`src/include/ppt_cfg.svh`:
```
`ifndef PPT_CFG_SVH
`define PPT_CFG_SVH

// Clocks from a driven value to its parity bit
`define PPT_PAR_LAG 1
// Clocks from received data to the data parity error strobe
`define PPT_PERR_LAG 2
// Clocks a sustained signal is driven inactive before release
`define PPT_TAIL_CYC 1

// Values parked on the bus while idle and granted
`define PPT_PARK_AD 32'h0000_0000
`define PPT_PARK_CBE_N 4'h0

// Reset values of pin drives
`define PPT_REQ_N_RST 1'b1
`define PPT_PIN_N_RST 1'b1

`endif

```
`src/include/ppt_pkg.sv`:
```
package ppt_pkg;

    // Address/data lines with their command/byte enables
    typedef struct packed
    {
        logic [31:0] ad;
        logic [3:0] cbe_n;
    } adcbe_t;

    // Bridge events that may raise system error
    typedef struct packed
    {
        logic sec_pw_perr;
        logic pw_mabort;
        logic pw_tabort;
        logic pw_discard;
        logic dw_discard;
        logic dr_discard;
        logic dt_mtimeout;
        logic sec_serr;
    } serr_evt_t;

    // Target termination seen by us as initiator
    typedef struct packed
    {
        logic disc_data;
        logic disc_nodata;
        logic retry;
        logic tabort;
    } term_t;

    // Primary bus activity
    typedef enum logic
    {
        BUS_IDLE,
        BUS_DATA
    } bus_state_t;

    // Even parity over 36 bits: ones plus parity come out even
    function automatic logic even_par(input adcbe_t v);
        even_par = ^v;
    endfunction

endpackage

```
`src/core/sts_drv.sv`:
```
`include "ppt_cfg.svh"

// Sustained tristate pin driver: drives while on, then high one clock
module sts_drv
(
    // Clock and reset
    input logic i_clk,
    input logic i_rst,
    // Control from the owning block
    input logic i_on,
    input logic i_assert,
    // Pin drive, active low level with enable
    output logic o_n,
    output logic o_oe
);
    import ppt_pkg::*;

    logic tail_r;

    ////////////////////////////////////////////////////////////////////
    // Drive, then one inactive clock, then let the pull-up hold it
    always_ff @(posedge i_clk)
    begin
        if (i_rst)
        begin
            o_n <= `PPT_PIN_N_RST;
            o_oe <= 1'b0;
            tail_r <= 1'b0;
        end
        else if (i_on)
        begin
            o_n <= ~i_assert;
            o_oe <= 1'b1;
            tail_r <= 1'b1;
        end
        else if (tail_r)
        begin
            // Actively high so the bus never floats from low
            o_n <= 1'b1;
            o_oe <= 1'b1;
            tail_r <= 1'b0;
        end
        else
        begin
            o_n <= 1'b1;
            o_oe <= 1'b0;
        end
    end

    ////////////////////////////////////////////////////////////////////
    // Checks
    a_tail_inactive: assert property (@(posedge i_clk) disable iff (i_rst)
        $fell(i_on) |=> o_oe && o_n)
        else $error("sustained pin not driven high after end");

    a_tail_release: assert property (@(posedge i_clk) disable iff (i_rst)
        $fell(i_on) ##1 !i_on |=> !o_oe)
        else $error("sustained pin not released after one clock");

endmodule // sts_drv

```
`src/core/ppt_primary.sv`:
```
`include "ppt_cfg.svh"

// What this block does
// - Parity is even over 36 AD/CBE bits
// - Driver of address or data drives parity
// - Parity valid one clock after its data
// - Parity released one clock after AD released
// - Receiver checks parity against received data
// - Idle, granted, not requesting: park, parity one later
// - Receiver asserts data parity error on mismatch
// - Parity error two clocks after data
// - Target reports on writes, initiator on reads
// - Sustained signals driven high one clock, released
// - Request asserted while wanting the bus
// - System error on address or secondary parity
// - System error on posted write aborts, discards
// - System error on delayed discards, timeouts, secondary
// - Stop with ready and select: disconnect with data
// - Stop and select, not ready: disconnect, no data
// - No-data disconnect on first phase is retry
// - Stop without select is target abort
// - Target ready means accept or data valid
// - Target ready held until phase completes or abort
// - Initiator ready marks write data valid
module ppt_primary
(
    // Clock and reset
    input logic i_clk,
    input logic i_rst,
    // Primary bus pins as sampled
    input ppt_pkg::adcbe_t i_bus,
    input logic i_par,
    input logic i_frame_n,
    input logic i_irdy_n,
    input logic i_trdy_n,
    input logic i_devsel_n,
    input logic i_stop_n,
    input logic i_gnt_n,
    // Primary bus pin drives
    output ppt_pkg::adcbe_t o_bus,
    output logic o_bus_oe,
    output logic o_par,
    output logic o_par_oe,
    output logic o_perr_n,
    output logic o_perr_oe,
    output logic o_trdy_n,
    output logic o_trdy_oe,
    output logic o_stop_n,
    output logic o_stop_oe,
    output logic o_devsel_n,
    output logic o_devsel_oe,
    output logic o_serr_n,
    output logic o_serr_oe,
    output logic o_req_n,
    // Initiator side of the core
    input logic i_want_bus,
    input logic i_drive,
    input ppt_pkg::adcbe_t i_drive_val,
    input logic i_mst_active,
    input logic i_mst_read,
    output ppt_pkg::term_t o_term,
    // Target side of the core
    input logic i_tgt_on,
    input logic i_tgt_write,
    input logic i_tgt_ready,
    input logic i_tgt_stop,
    input logic i_tgt_abort,
    // Error enables, events and status
    input logic i_perr_en,
    input logic i_serr_en,
    input ppt_pkg::serr_evt_t i_serr_evt,
    output logic o_data_perr,
    output logic o_addr_perr
);
    import ppt_pkg::*;

    bus_state_t state_r;
    logic addr_phase;
    logic bus_idle;
    logic park;
    logic xfer;
    logic rx;
    logic rx_r;
    adcbe_t rx_val_r;
    logic rx_par_bad;
    logic addr_r;
    logic addr_hit;
    logic moved_r;
    logic mst_data;
    logic trdy_hold;
    logic trdy_assert;
    logic disc;
    term_t term_nxt;

    ////////////////////////////////////////////////////////////////////
    // Bus activity tracking from the sampled framing signals
    assign addr_phase = (state_r == BUS_IDLE) && !i_frame_n;
    assign bus_idle = (state_r == BUS_IDLE) && i_frame_n && i_irdy_n;
    // A data phase completes when both ready signals are low
    assign xfer = (state_r == BUS_DATA) && !i_irdy_n && !i_trdy_n;

    always_ff @(posedge i_clk)
    begin
        if (i_rst)
        begin
            state_r <= BUS_IDLE;
        end
        else
        begin
            case (state_r)
                BUS_IDLE:
                begin
                    if (!i_frame_n)
                    begin
                        state_r <= BUS_DATA;
                    end
                end
                BUS_DATA:
                begin
                    if (i_frame_n && i_irdy_n)
                    begin
                        state_r <= BUS_IDLE;
                    end
                end
            endcase
        end
    end

    ////////////////////////////////////////////////////////////////////
    // Address/data drive, core value or parked value
    // Parking only when not requesting; a request means the core drives
    assign park = bus_idle && !i_gnt_n && !i_want_bus;

    always_ff @(posedge i_clk)
    begin
        if (i_rst)
        begin
            o_bus <= '0;
            o_bus_oe <= 1'b0;
        end
        else if (i_drive)
        begin
            o_bus <= i_drive_val;
            o_bus_oe <= 1'b1;
        end
        else if (park)
        begin
            o_bus.ad <= `PPT_PARK_AD;
            o_bus.cbe_n <= `PPT_PARK_CBE_N;
            o_bus_oe <= 1'b1;
        end
        else
        begin
            o_bus_oe <= 1'b0;
        end
    end

    ////////////////////////////////////////////////////////////////////
    // Parity follows whatever we drove one clock earlier, so address,
    // write data, read data and parked values all get it for free
    always_ff @(posedge i_clk)
    begin
        if (i_rst)
        begin
            o_par <= 1'b0;
            o_par_oe <= 1'b0;
        end
        else
        begin
            o_par <= even_par(o_bus);
            o_par_oe <= o_bus_oe;
        end
    end

    ////////////////////////////////////////////////////////////////////
    // Data receive check: we receive on target writes and our reads
    // Write data is valid with initiator ready, read data with target ready
    assign rx = xfer && ((i_tgt_on && i_tgt_write) || (i_mst_active && i_mst_read));
    assign rx_par_bad = rx_r && (even_par(rx_val_r) != i_par);

    always_ff @(posedge i_clk)
    begin
        if (i_rst)
        begin
            rx_r <= 1'b0;
            rx_val_r <= '0;
            addr_r <= 1'b0;
        end
        else
        begin
            rx_r <= rx;
            rx_val_r <= i_bus;
            addr_r <= addr_phase;
        end
    end

    // Parity error strobe lands one clock after parity, two after data
    sts_drv u_perr
    (
        .i_clk(i_clk),
        .i_rst(i_rst),
        .i_on(rx_r),
        .i_assert(rx_par_bad && i_perr_en),
        .o_n(o_perr_n),
        .o_oe(o_perr_oe)
    );

    ////////////////////////////////////////////////////////////////////
    // Address parity check, every agent watches every address
    // The bus sample is shared with the data check above
    assign addr_hit = addr_r && (even_par(rx_val_r) != i_par);

    ////////////////////////////////////////////////////////////////////
    // System error, open drain: only ever pulled low, one clock pulse
    assign o_serr_n = 1'b0;

    always_ff @(posedge i_clk)
    begin
        if (i_rst)
        begin
            o_serr_oe <= 1'b0;
            o_data_perr <= 1'b0;
            o_addr_perr <= 1'b0;
            o_req_n <= `PPT_REQ_N_RST;
        end
        else
        begin
            o_serr_oe <= i_serr_en && (addr_hit || (|i_serr_evt));
            // Status pulses report errors even when pin reporting is disabled
            o_data_perr <= rx_par_bad;
            o_addr_perr <= addr_hit;
            o_req_n <= ~i_want_bus; // Arbiter request
        end
    end

    ////////////////////////////////////////////////////////////////////
    // Termination decode while we are the initiator
    assign mst_data = i_mst_active && (state_r == BUS_DATA);

    // Remembers whether any data moved, to tell retry from disconnect
    always_ff @(posedge i_clk)
    begin
        if (i_rst)
        begin
            moved_r <= 1'b0;
        end
        else if (addr_phase)
        begin
            moved_r <= 1'b0;
        end
        else if (xfer)
        begin
            moved_r <= 1'b1;
        end
    end

    // One bit at most: abort beats data, and retry needs no data moved yet
    assign disc = mst_data && !i_stop_n && !i_devsel_n;
    assign term_nxt.tabort = mst_data && !i_stop_n && i_devsel_n;
    assign term_nxt.disc_data = disc && !i_trdy_n;
    assign term_nxt.disc_nodata = disc && i_trdy_n && moved_r;
    assign term_nxt.retry = disc && i_trdy_n && !moved_r;

    always_ff @(posedge i_clk)
    begin
        if (i_rst)
        begin
            o_term <= '0;
        end
        else
        begin
            o_term <= term_nxt;
        end
    end

    ////////////////////////////////////////////////////////////////////
    // Target response pins; abort drops select and raises stop
    // Ready, once shown, stays until the initiator completes the phase or target abort drops it
    assign trdy_hold = o_trdy_oe && !o_trdy_n && i_irdy_n;
    assign trdy_assert = !i_tgt_abort && (i_tgt_ready || trdy_hold);

    sts_drv u_trdy
    (
        .i_clk(i_clk),
        .i_rst(i_rst),
        .i_on(i_tgt_on),
        .i_assert(trdy_assert),
        .o_n(o_trdy_n),
        .o_oe(o_trdy_oe)
    );

    sts_drv u_stop
    (
        .i_clk(i_clk),
        .i_rst(i_rst),
        .i_on(i_tgt_on),
        .i_assert(i_tgt_stop || i_tgt_abort),
        .o_n(o_stop_n),
        .o_oe(o_stop_oe)
    );

    sts_drv u_devsel
    (
        .i_clk(i_clk),
        .i_rst(i_rst),
        .i_on(i_tgt_on),
        .i_assert(!i_tgt_abort),
        .o_n(o_devsel_n),
        .o_oe(o_devsel_oe)
    );

    ////////////////////////////////////////////////////////////////////
    // Checks
    a_par_follows_ad: assert property (@(posedge i_clk) disable iff (i_rst)
        o_bus_oe |=> o_par_oe && (o_par == ^$past(o_bus)))
        else $error("parity not valid one clock after drive");

    a_par_release: assert property (@(posedge i_clk) disable iff (i_rst)
        $fell(o_bus_oe) |-> o_par_oe ##1 !o_par_oe)
        else $error("parity not released one clock after lines");

    a_park_drive: assert property (@(posedge i_clk) disable iff (i_rst)
        park && !i_drive |=> o_bus_oe && o_bus.ad == `PPT_PARK_AD ##1 o_par_oe)
        else $error("idle granted bus not parked with parity");

    a_perr_timing: assert property (@(posedge i_clk) disable iff (i_rst)
        rx ##1 (rx_par_bad && i_perr_en) |=> o_perr_oe && !o_perr_n)
        else $error("parity error not two clocks after data");

    a_perr_cause: assert property (@(posedge i_clk) disable iff (i_rst)
        o_perr_oe && !o_perr_n |-> $past(rx, 2) && $past(i_perr_en))
        else $error("parity error without received data");

    a_req_follow: assert property (@(posedge i_clk) disable iff (i_rst)
        i_want_bus |=> !o_req_n)
        else $error("request not asserted while bus wanted");

    a_serr_addr: assert property (@(posedge i_clk) disable iff (i_rst)
        addr_phase ##1 (i_par != ^$past(i_bus)) && i_serr_en |=> o_serr_oe)
        else $error("address parity error did not raise system error");

    a_serr_event: assert property (@(posedge i_clk) disable iff (i_rst)
        (|i_serr_evt) && i_serr_en |=> o_serr_oe)
        else $error("bridge event did not raise system error");

    a_serr_quiet: assert property (@(posedge i_clk) disable iff (i_rst)
        !i_serr_en |=> !o_serr_oe)
        else $error("system error raised while disabled");

    a_term_retry: assert property (@(posedge i_clk) disable iff (i_rst)
        mst_data && !i_stop_n && !i_devsel_n && i_trdy_n && !moved_r |=> o_term.retry)
        else $error("first phase no-data disconnect not a retry");

    a_term_abort: assert property (@(posedge i_clk) disable iff (i_rst)
        mst_data && !i_stop_n && i_devsel_n |=> o_term.tabort && !o_term.retry)
        else $error("stop without select not decoded as abort");

    a_trdy_hold: assert property (@(posedge i_clk) disable iff (i_rst)
        trdy_hold && i_tgt_on && !i_tgt_abort |=> !o_trdy_n)
        else $error("target ready dropped before phase completed");

endmodule // ppt_primary

```
`config.mk`:
```
export PLATFORM = sky130hd
export DESIGN_NAME = ppt_primary
export DESIGN_NICKNAME = d
export VERILOG_FILES = /design/src/include/ppt_pkg.sv /design/src/core/sts_drv.sv /design/src/core/ppt_primary.sv
export VERILOG_INCLUDE_DIRS = /design/src /design/src/include
export SDC_FILE = /design/constraint.sdc
export NUM_CORES = 1
export LEC_CHECK = 0
export BUFFER_PORTS_ARGS = -buffer_cell sky130_fd_sc_hd__buf_2
export CAP_MARGIN = 10
export CELL_PAD_IN_SITES_DETAIL_PLACEMENT = 1
export CELL_PAD_IN_SITES_GLOBAL_PLACEMENT = 2
export CORE_AREA = 3 3 119 121
export DETAILED_ROUTE_END_ITERATION = 12
export DIE_AREA = 0 0 122 124
export GPL_ROUTABILITY_DRIVEN = 0
export PLACE_DENSITY_LB_ADDON = 0.1
export SKIP_LAST_GASP = 1
export SLEW_MARGIN = 10
export SYNTH_ARGS = -nofsm -noshare
export SYNTH_HDL_FRONTEND = slang
export SYNTH_SLANG_ARGS = --single-unit
```
`constraint.sdc`:
```
create_clock -name i_clk -period 2.2 [get_ports i_clk]
set_input_delay 0.44 -clock i_clk [delete_from_list [all_inputs] [get_ports i_clk]]
set_output_delay 0.44 -clock i_clk [all_outputs]
set_load 0.02 [all_outputs]
```
## Yosys cells after proc, flatten, opt, wreduce, memory -nomap -nowiden

Cells that the tools add are included.

| storage, ports and cells | value |
|---|---|
| bits in registers | 95 |
| input port bits | 100 |
| word-level logic and storage cells | 95 |

| cells by class | value |
|---|---|
| equality and inequality tests | 1 |
| muxes and demuxes | 13 |
| bitwise logic cells | 7 |
| reductions and logical operators | 47 |

Operators with widths:

| cell | number |
|---|---|
| $mux W36 | 2 |
| $reduce_xor A36 Y1 | 2 |
| $logic_and A1 B1 Y1 | 26 |
| $logic_not A1 Y1 | 10 |
| $mux W1 | 10 |
| $reduce_or A8 Y1 | 1 |
| $not A1 Y1 | 7 |
| $reduce_or A2 Y1 | 3 |
| $logic_or A1 B1 Y1 | 4 |
| $pmux W1 S2 | 1 |
| $reduce_bool A2 Y1 | 1 |
| $ne A1 B1 Y1 | 1 |

## Logic depth before layout (Yosys ltp)

| logic depth | value |
|---|---|
| depth after elaboration | 7 |
| mapped depth | 6 |
| depth with buffers taken out | 6 |

## By module

From an unflattened synthesis, not the netlist that was laid out.

| second synthesis, totals | value |
|---|---|
| cells, all modules | 346 |
| area total of the unflattened synthesis | 3,661.0 µm² |

Modules (own cells, without submodules):

| module | instances | cells each | area an instance (µm²) |
|---|---|---|---|
| ppt_primary | 1 | 322 | 3,315.7 |
| sts_drv | 4 | 6 | 86.3 |

## Least setup slack after synthesis

OpenSTA, ideal clock, no wires.

| timing path | value |
|---|---|
| path type | input-to-reg |
| from | input port i_par |
| to | register u_perr.o_n |
| setup time | 0.124 ns |
| arrival | 1.606 ns |
| data required time | 2.076 ns |
| path slack | 0.470 ns |
| stages | 6 |
| buffers on the path | 0 |
| cells stage by stage | xnor2_1 xnor2_1 xnor2_2 xnor3_2 xnor2_1 nand3b_1 |

| between the ends | value |
|---|---|
| word-level cells in the longest chain between the ends | 4 |

Ends and longest elaborated chain:

| item | line | text |
|---|---|---|
| start: declaration | ppt_primary.sv:32 | `input logic i_par,` |
| $ne A1 B1 Y1 | ppt_primary.sv:179 | `assign rx_par_bad = rx_r && (even_par(rx_val_r) != i_par);` |
| $logic_and A1 B1 Y1 | ppt_primary.sv:179 |  |
| $logic_and A1 B1 Y1 | ppt_primary.sv:203 | `.i_assert(rx_par_bad && i_perr_en),` |
| $not A1 Y1 | sts_drv.sv:32 | `o_n <= ~i_assert;` |
| end signal: assignment | sts_drv.sv:26 | `` o_n <= `PPT_PIN_N_RST; `` |
| end signal: assignment | sts_drv.sv:32 |  |
| end: declaration | sts_drv.sv:13 | `output logic o_n,` |

No other way between the ends.
A chain may end at the register's enable or synchronous reset.

## Worst setup path in the final report

| timing path | value |
|---|---|
| from | register rx_val_r[12] (netlist name) |
| to | register u_perr.o_n |

| between the ends | value |
|---|---|
| word-level cells in the longest chain between the ends | 5 |

Ends and longest elaborated chain:

| item | line | text |
|---|---|---|
| start: declaration | ppt_primary.sv:84 | `adcbe_t rx_val_r;` |
| start signal: assignment | ppt_primary.sv:192 | `rx_val_r <= i_bus;` |
| $reduce_xor A36 Y1 | ppt_pkg.sv:41 | `even_par = ^v;` |
| $ne A1 B1 Y1 | ppt_primary.sv:179 |  |
| $logic_and A1 B1 Y1 | ppt_primary.sv:179 |  |
| $logic_and A1 B1 Y1 | ppt_primary.sv:203 |  |
| $not A1 Y1 | sts_drv.sv:32 |  |

No other way between the ends.

==> impl_metrics.toml <==
[clock_network]
tritoncts = "yes"
cts.sink_count = 95
cts_inserted_buffers = 9
ctsHoldBuffers = 0
worst_setup_hold_path_clk_slew_ns = 0.06
cts_resized = 0
worst_skew_pair.late_latency_ns = 0.33
clockBufferDepth = 2
root_buffer = "sky130_fd_sc_hd__clkbuf_16"
post_cts_buffers = 0
cts_htree_levels = 3

[route]
viasPerCell = 4.16
post-route-drc-count = 0
drt-total-wl_mm = 8.98
avgRoutedWirePerCell_um = 13.4
violation_count_after_the_first_detailed_routing_iteration = 82
postRouteAntennaNets = 0
drt_pass1_iterations = 4
dr_total_vias = 2777

[job]
maxcap_viol_count = 0

[final_layout]
leading_registers_by_flop_count = "o_bus x36, rx_val_r x36, o_term x4"
final_util_pct = 36.3
insertedDiodeCount = 0
register_area_mm2 = 0.00190
instances_no_fill = 668
fillers = 1542
multi_input_gate_area_mm2 = 0.00153
nets = 588
areaGrowthSynthToFinish_pct = 36.0
layout-drive-gt1-share_pct = 36.4

[critical_path]
worstPathMaxFanout = 3
startpoint_type = "flip-flop"
crit_end_element = "flip-flop"
worst_r2r_path_depth = 6
signal_arrival_time_at_the_worst_endpoint_ns = 2.01
worstSetupPathType = "flip-flop to flip-flop"
timing.critical_path.required_ns = 2.42

[die]
design.die.area_mm2 = 0.0151
floorplan.die.height_um = 124
pin_count = 156
rows = 42
core_ar_mm2 = 0.0132
fp.dieW_um = 122
floorplan.initialDensity_pct = 26.7

[logic_synthesis]
number_of_standard_cells_after_synthesis = 338
synth.cell_area_mm2 = 0.00352
synth_enable_flop_cells = 0
yosys_warnings = 0
avg_cell_area_syn_um2 = 10.4
mappedNetlistNets = 438
synthDistinctLibCells = 28
async_flop_share_pct = 0
synthFlopType = "sky130_fd_sc_hd__dfxtp_1"
flop_and_latch_count_out_of_synthesis = 95
synth.yosys.seq_area_share_pct = 54.1

[grt]
antenna_violations_before_repair = 1
track_usage_pct = 12.1
grt_pass1_vias = 2907
overflow = 0
grt_start_max_net_pins = 49
grt_pass1_wl_mm = 14.3

[power]
power_per_cell_area_mw_per_mm2 = 914
max-vdd-ir-drop_mv = 0.403
static-leakage-power_uw = 0.00213
p_total_uw = 4380

[place]
numPortBuffers = 154
post-dp-hpwl_mm = 6.68
dpl.cell_count = 653

[sta]
final-hold-violation-count = 0
maxClockFrequency_ghz = 0.557
rsz_0062_raised_after_global_routing = "no"
worst-slew-pin-transition_ns = 0.501
timing.final.crit_period_ns = 1.79
maxSlewHeadroom_pct = 66.6
post-route-period-util_pct = 81.5
setup_violating_endpoint_count_in_the_final_report = 0
slew_violations = 0
setup_total_negative_slack_ns = 0
skew_ns = 0.00782
holdWs_ns = 0.280

[min_path]
hold_path_depth = 2
worst_hold_path_type = "input pin to flip-flop"

[outcome]
status = "finished, final reports clean"
## area by class of cell
class / instances / share of cell area [%]
Clock buffer: 11 / 5.07
Clock inverter: 4 / 1.46
Inverter: 4 / 0.314
Multi-Input combinational cell: 220 / 32.1
Sequential cell: 95 / 39.7
Tap cell: 176 / 4.60
Timing Repair Buffer: 158 / 16.7
## where the power goes
group / internal, uW / total [uW] / switching, uW
combinational: 445 / 855 / 411
clock: 1020 / 1650 / 628
sequential: 1820 / 1870 / 56.7
total: 3280 / 4380 / 1100
## Yosys cell counts, types with 2 or more instances
library cell                n  share of area [%]
sky130_fd_sc_hd__or2_2      2               0.36
sky130_fd_sc_hd__a21oi_1    3               0.43
sky130_fd_sc_hd__o21ai_0    2               0.28
sky130_fd_sc_hd__nor2_1    46                4.9
sky130_fd_sc_hd__a22oi_1   37                7.9
sky130_fd_sc_hd__nor3_1     5               0.71
sky130_fd_sc_hd__buf_4      3               0.64
sky130_fd_sc_hd__nand2b_1   4               0.71
sky130_fd_sc_hd__inv_1      4               0.43
sky130_fd_sc_hd__xnor2_1   58                 14
sky130_fd_sc_hd__xnor2_2    2               0.92
sky130_fd_sc_hd__clkbuf_1  15                1.6
sky130_fd_sc_hd__a31oi_1    2               0.36
sky130_fd_sc_hd__dfxtp_1   95                 54
sky130_fd_sc_hd__xor2_1     7                1.7
sky130_fd_sc_hd__nor4_1     2               0.36
sky130_fd_sc_hd__nor2b_1   40                7.1
## cells in the final DEF, fill, tap and decap left out, types with 3 or more instances in the layout
| cell | n |
|---|---|
| sky130_fd_sc_hd__xor2_1 | 7 |
| sky130_fd_sc_hd__buf_2 | 154 |
| sky130_fd_sc_hd__inv_1 | 4 |
| sky130_fd_sc_hd__nand2b_1 | 4 |
| sky130_fd_sc_hd__nor3_1 | 5 |
| sky130_fd_sc_hd__nor2_1 | 46 |
| sky130_fd_sc_hd__xnor2_1 | 58 |
| sky130_fd_sc_hd__a21oi_1 | 3 |
| sky130_fd_sc_hd__buf_4 | 4 |
| sky130_fd_sc_hd__dfxtp_1 | 95 |
| sky130_fd_sc_hd__clkbuf_16 | 9 |
| sky130_fd_sc_hd__a22oi_1 | 37 |
| sky130_fd_sc_hd__nor2b_1 | 40 |
## metrics by stage
stage               setup WS (ns)  cell area [um2]
floorplan                   0.470             3520
global placement            0.185             4470
detailed placement          0.200             4470
CTS                         0.380             4780
global route                0.301             4780
finish                      0.406             4780
## critical path: stages (launching register included)
cell and delay (ns):
sky130_fd_sc_hd__dfxtp_1 0.31, sky130_fd_sc_hd__xnor2_1 0.21, sky130_fd_sc_hd__xnor2_1 0.18, sky130_fd_sc_hd__xnor2_1 0.15, sky130_fd_sc_hd__xnor3_2 0.49, sky130_fd_sc_hd__xnor2_1 0.17, sky130_fd_sc_hd__nand3b_1 0.16
## metal layers
metal  up-vias  GRT usage (%)  part of all wire (%)
li1       1410              -                     -
met1      1272           14.1                    41
met2        81           20.4                    49
met3        12           4.13                   7.8
met4         2           5.25                   1.6
met5         -              0                  0.14
## cell families after synthesis
logic type | count (synthesis) | synth area share (%)
compound gates | 45 | 9.21
xor+xnor | 69 | 18.4
buf+inv | 23 | 2.77
flops | 95 | 54.1
other cells | 1 | 0.107
simple gates | 105 | 15.4
## worst paths after layout
kind | start | end | slack (ns)
min | i_want_bus | o_req_n$_SDFF_PP1_ | 0.28
max | rx_val_r[12]$_SDFF_PP0_ | u_perr.o_n$_SDFF_PP1_ | 0.41
min reg2reg | moved_r$_SDFFE_PP0P_ | o_term[1]$_SDFF_PP0_ | 0.42
max reg2reg | rx_val_r[12]$_SDFF_PP0_ | u_perr.o_n$_SDFF_PP1_ | 0.41
(Power assumes the default switching activity.)
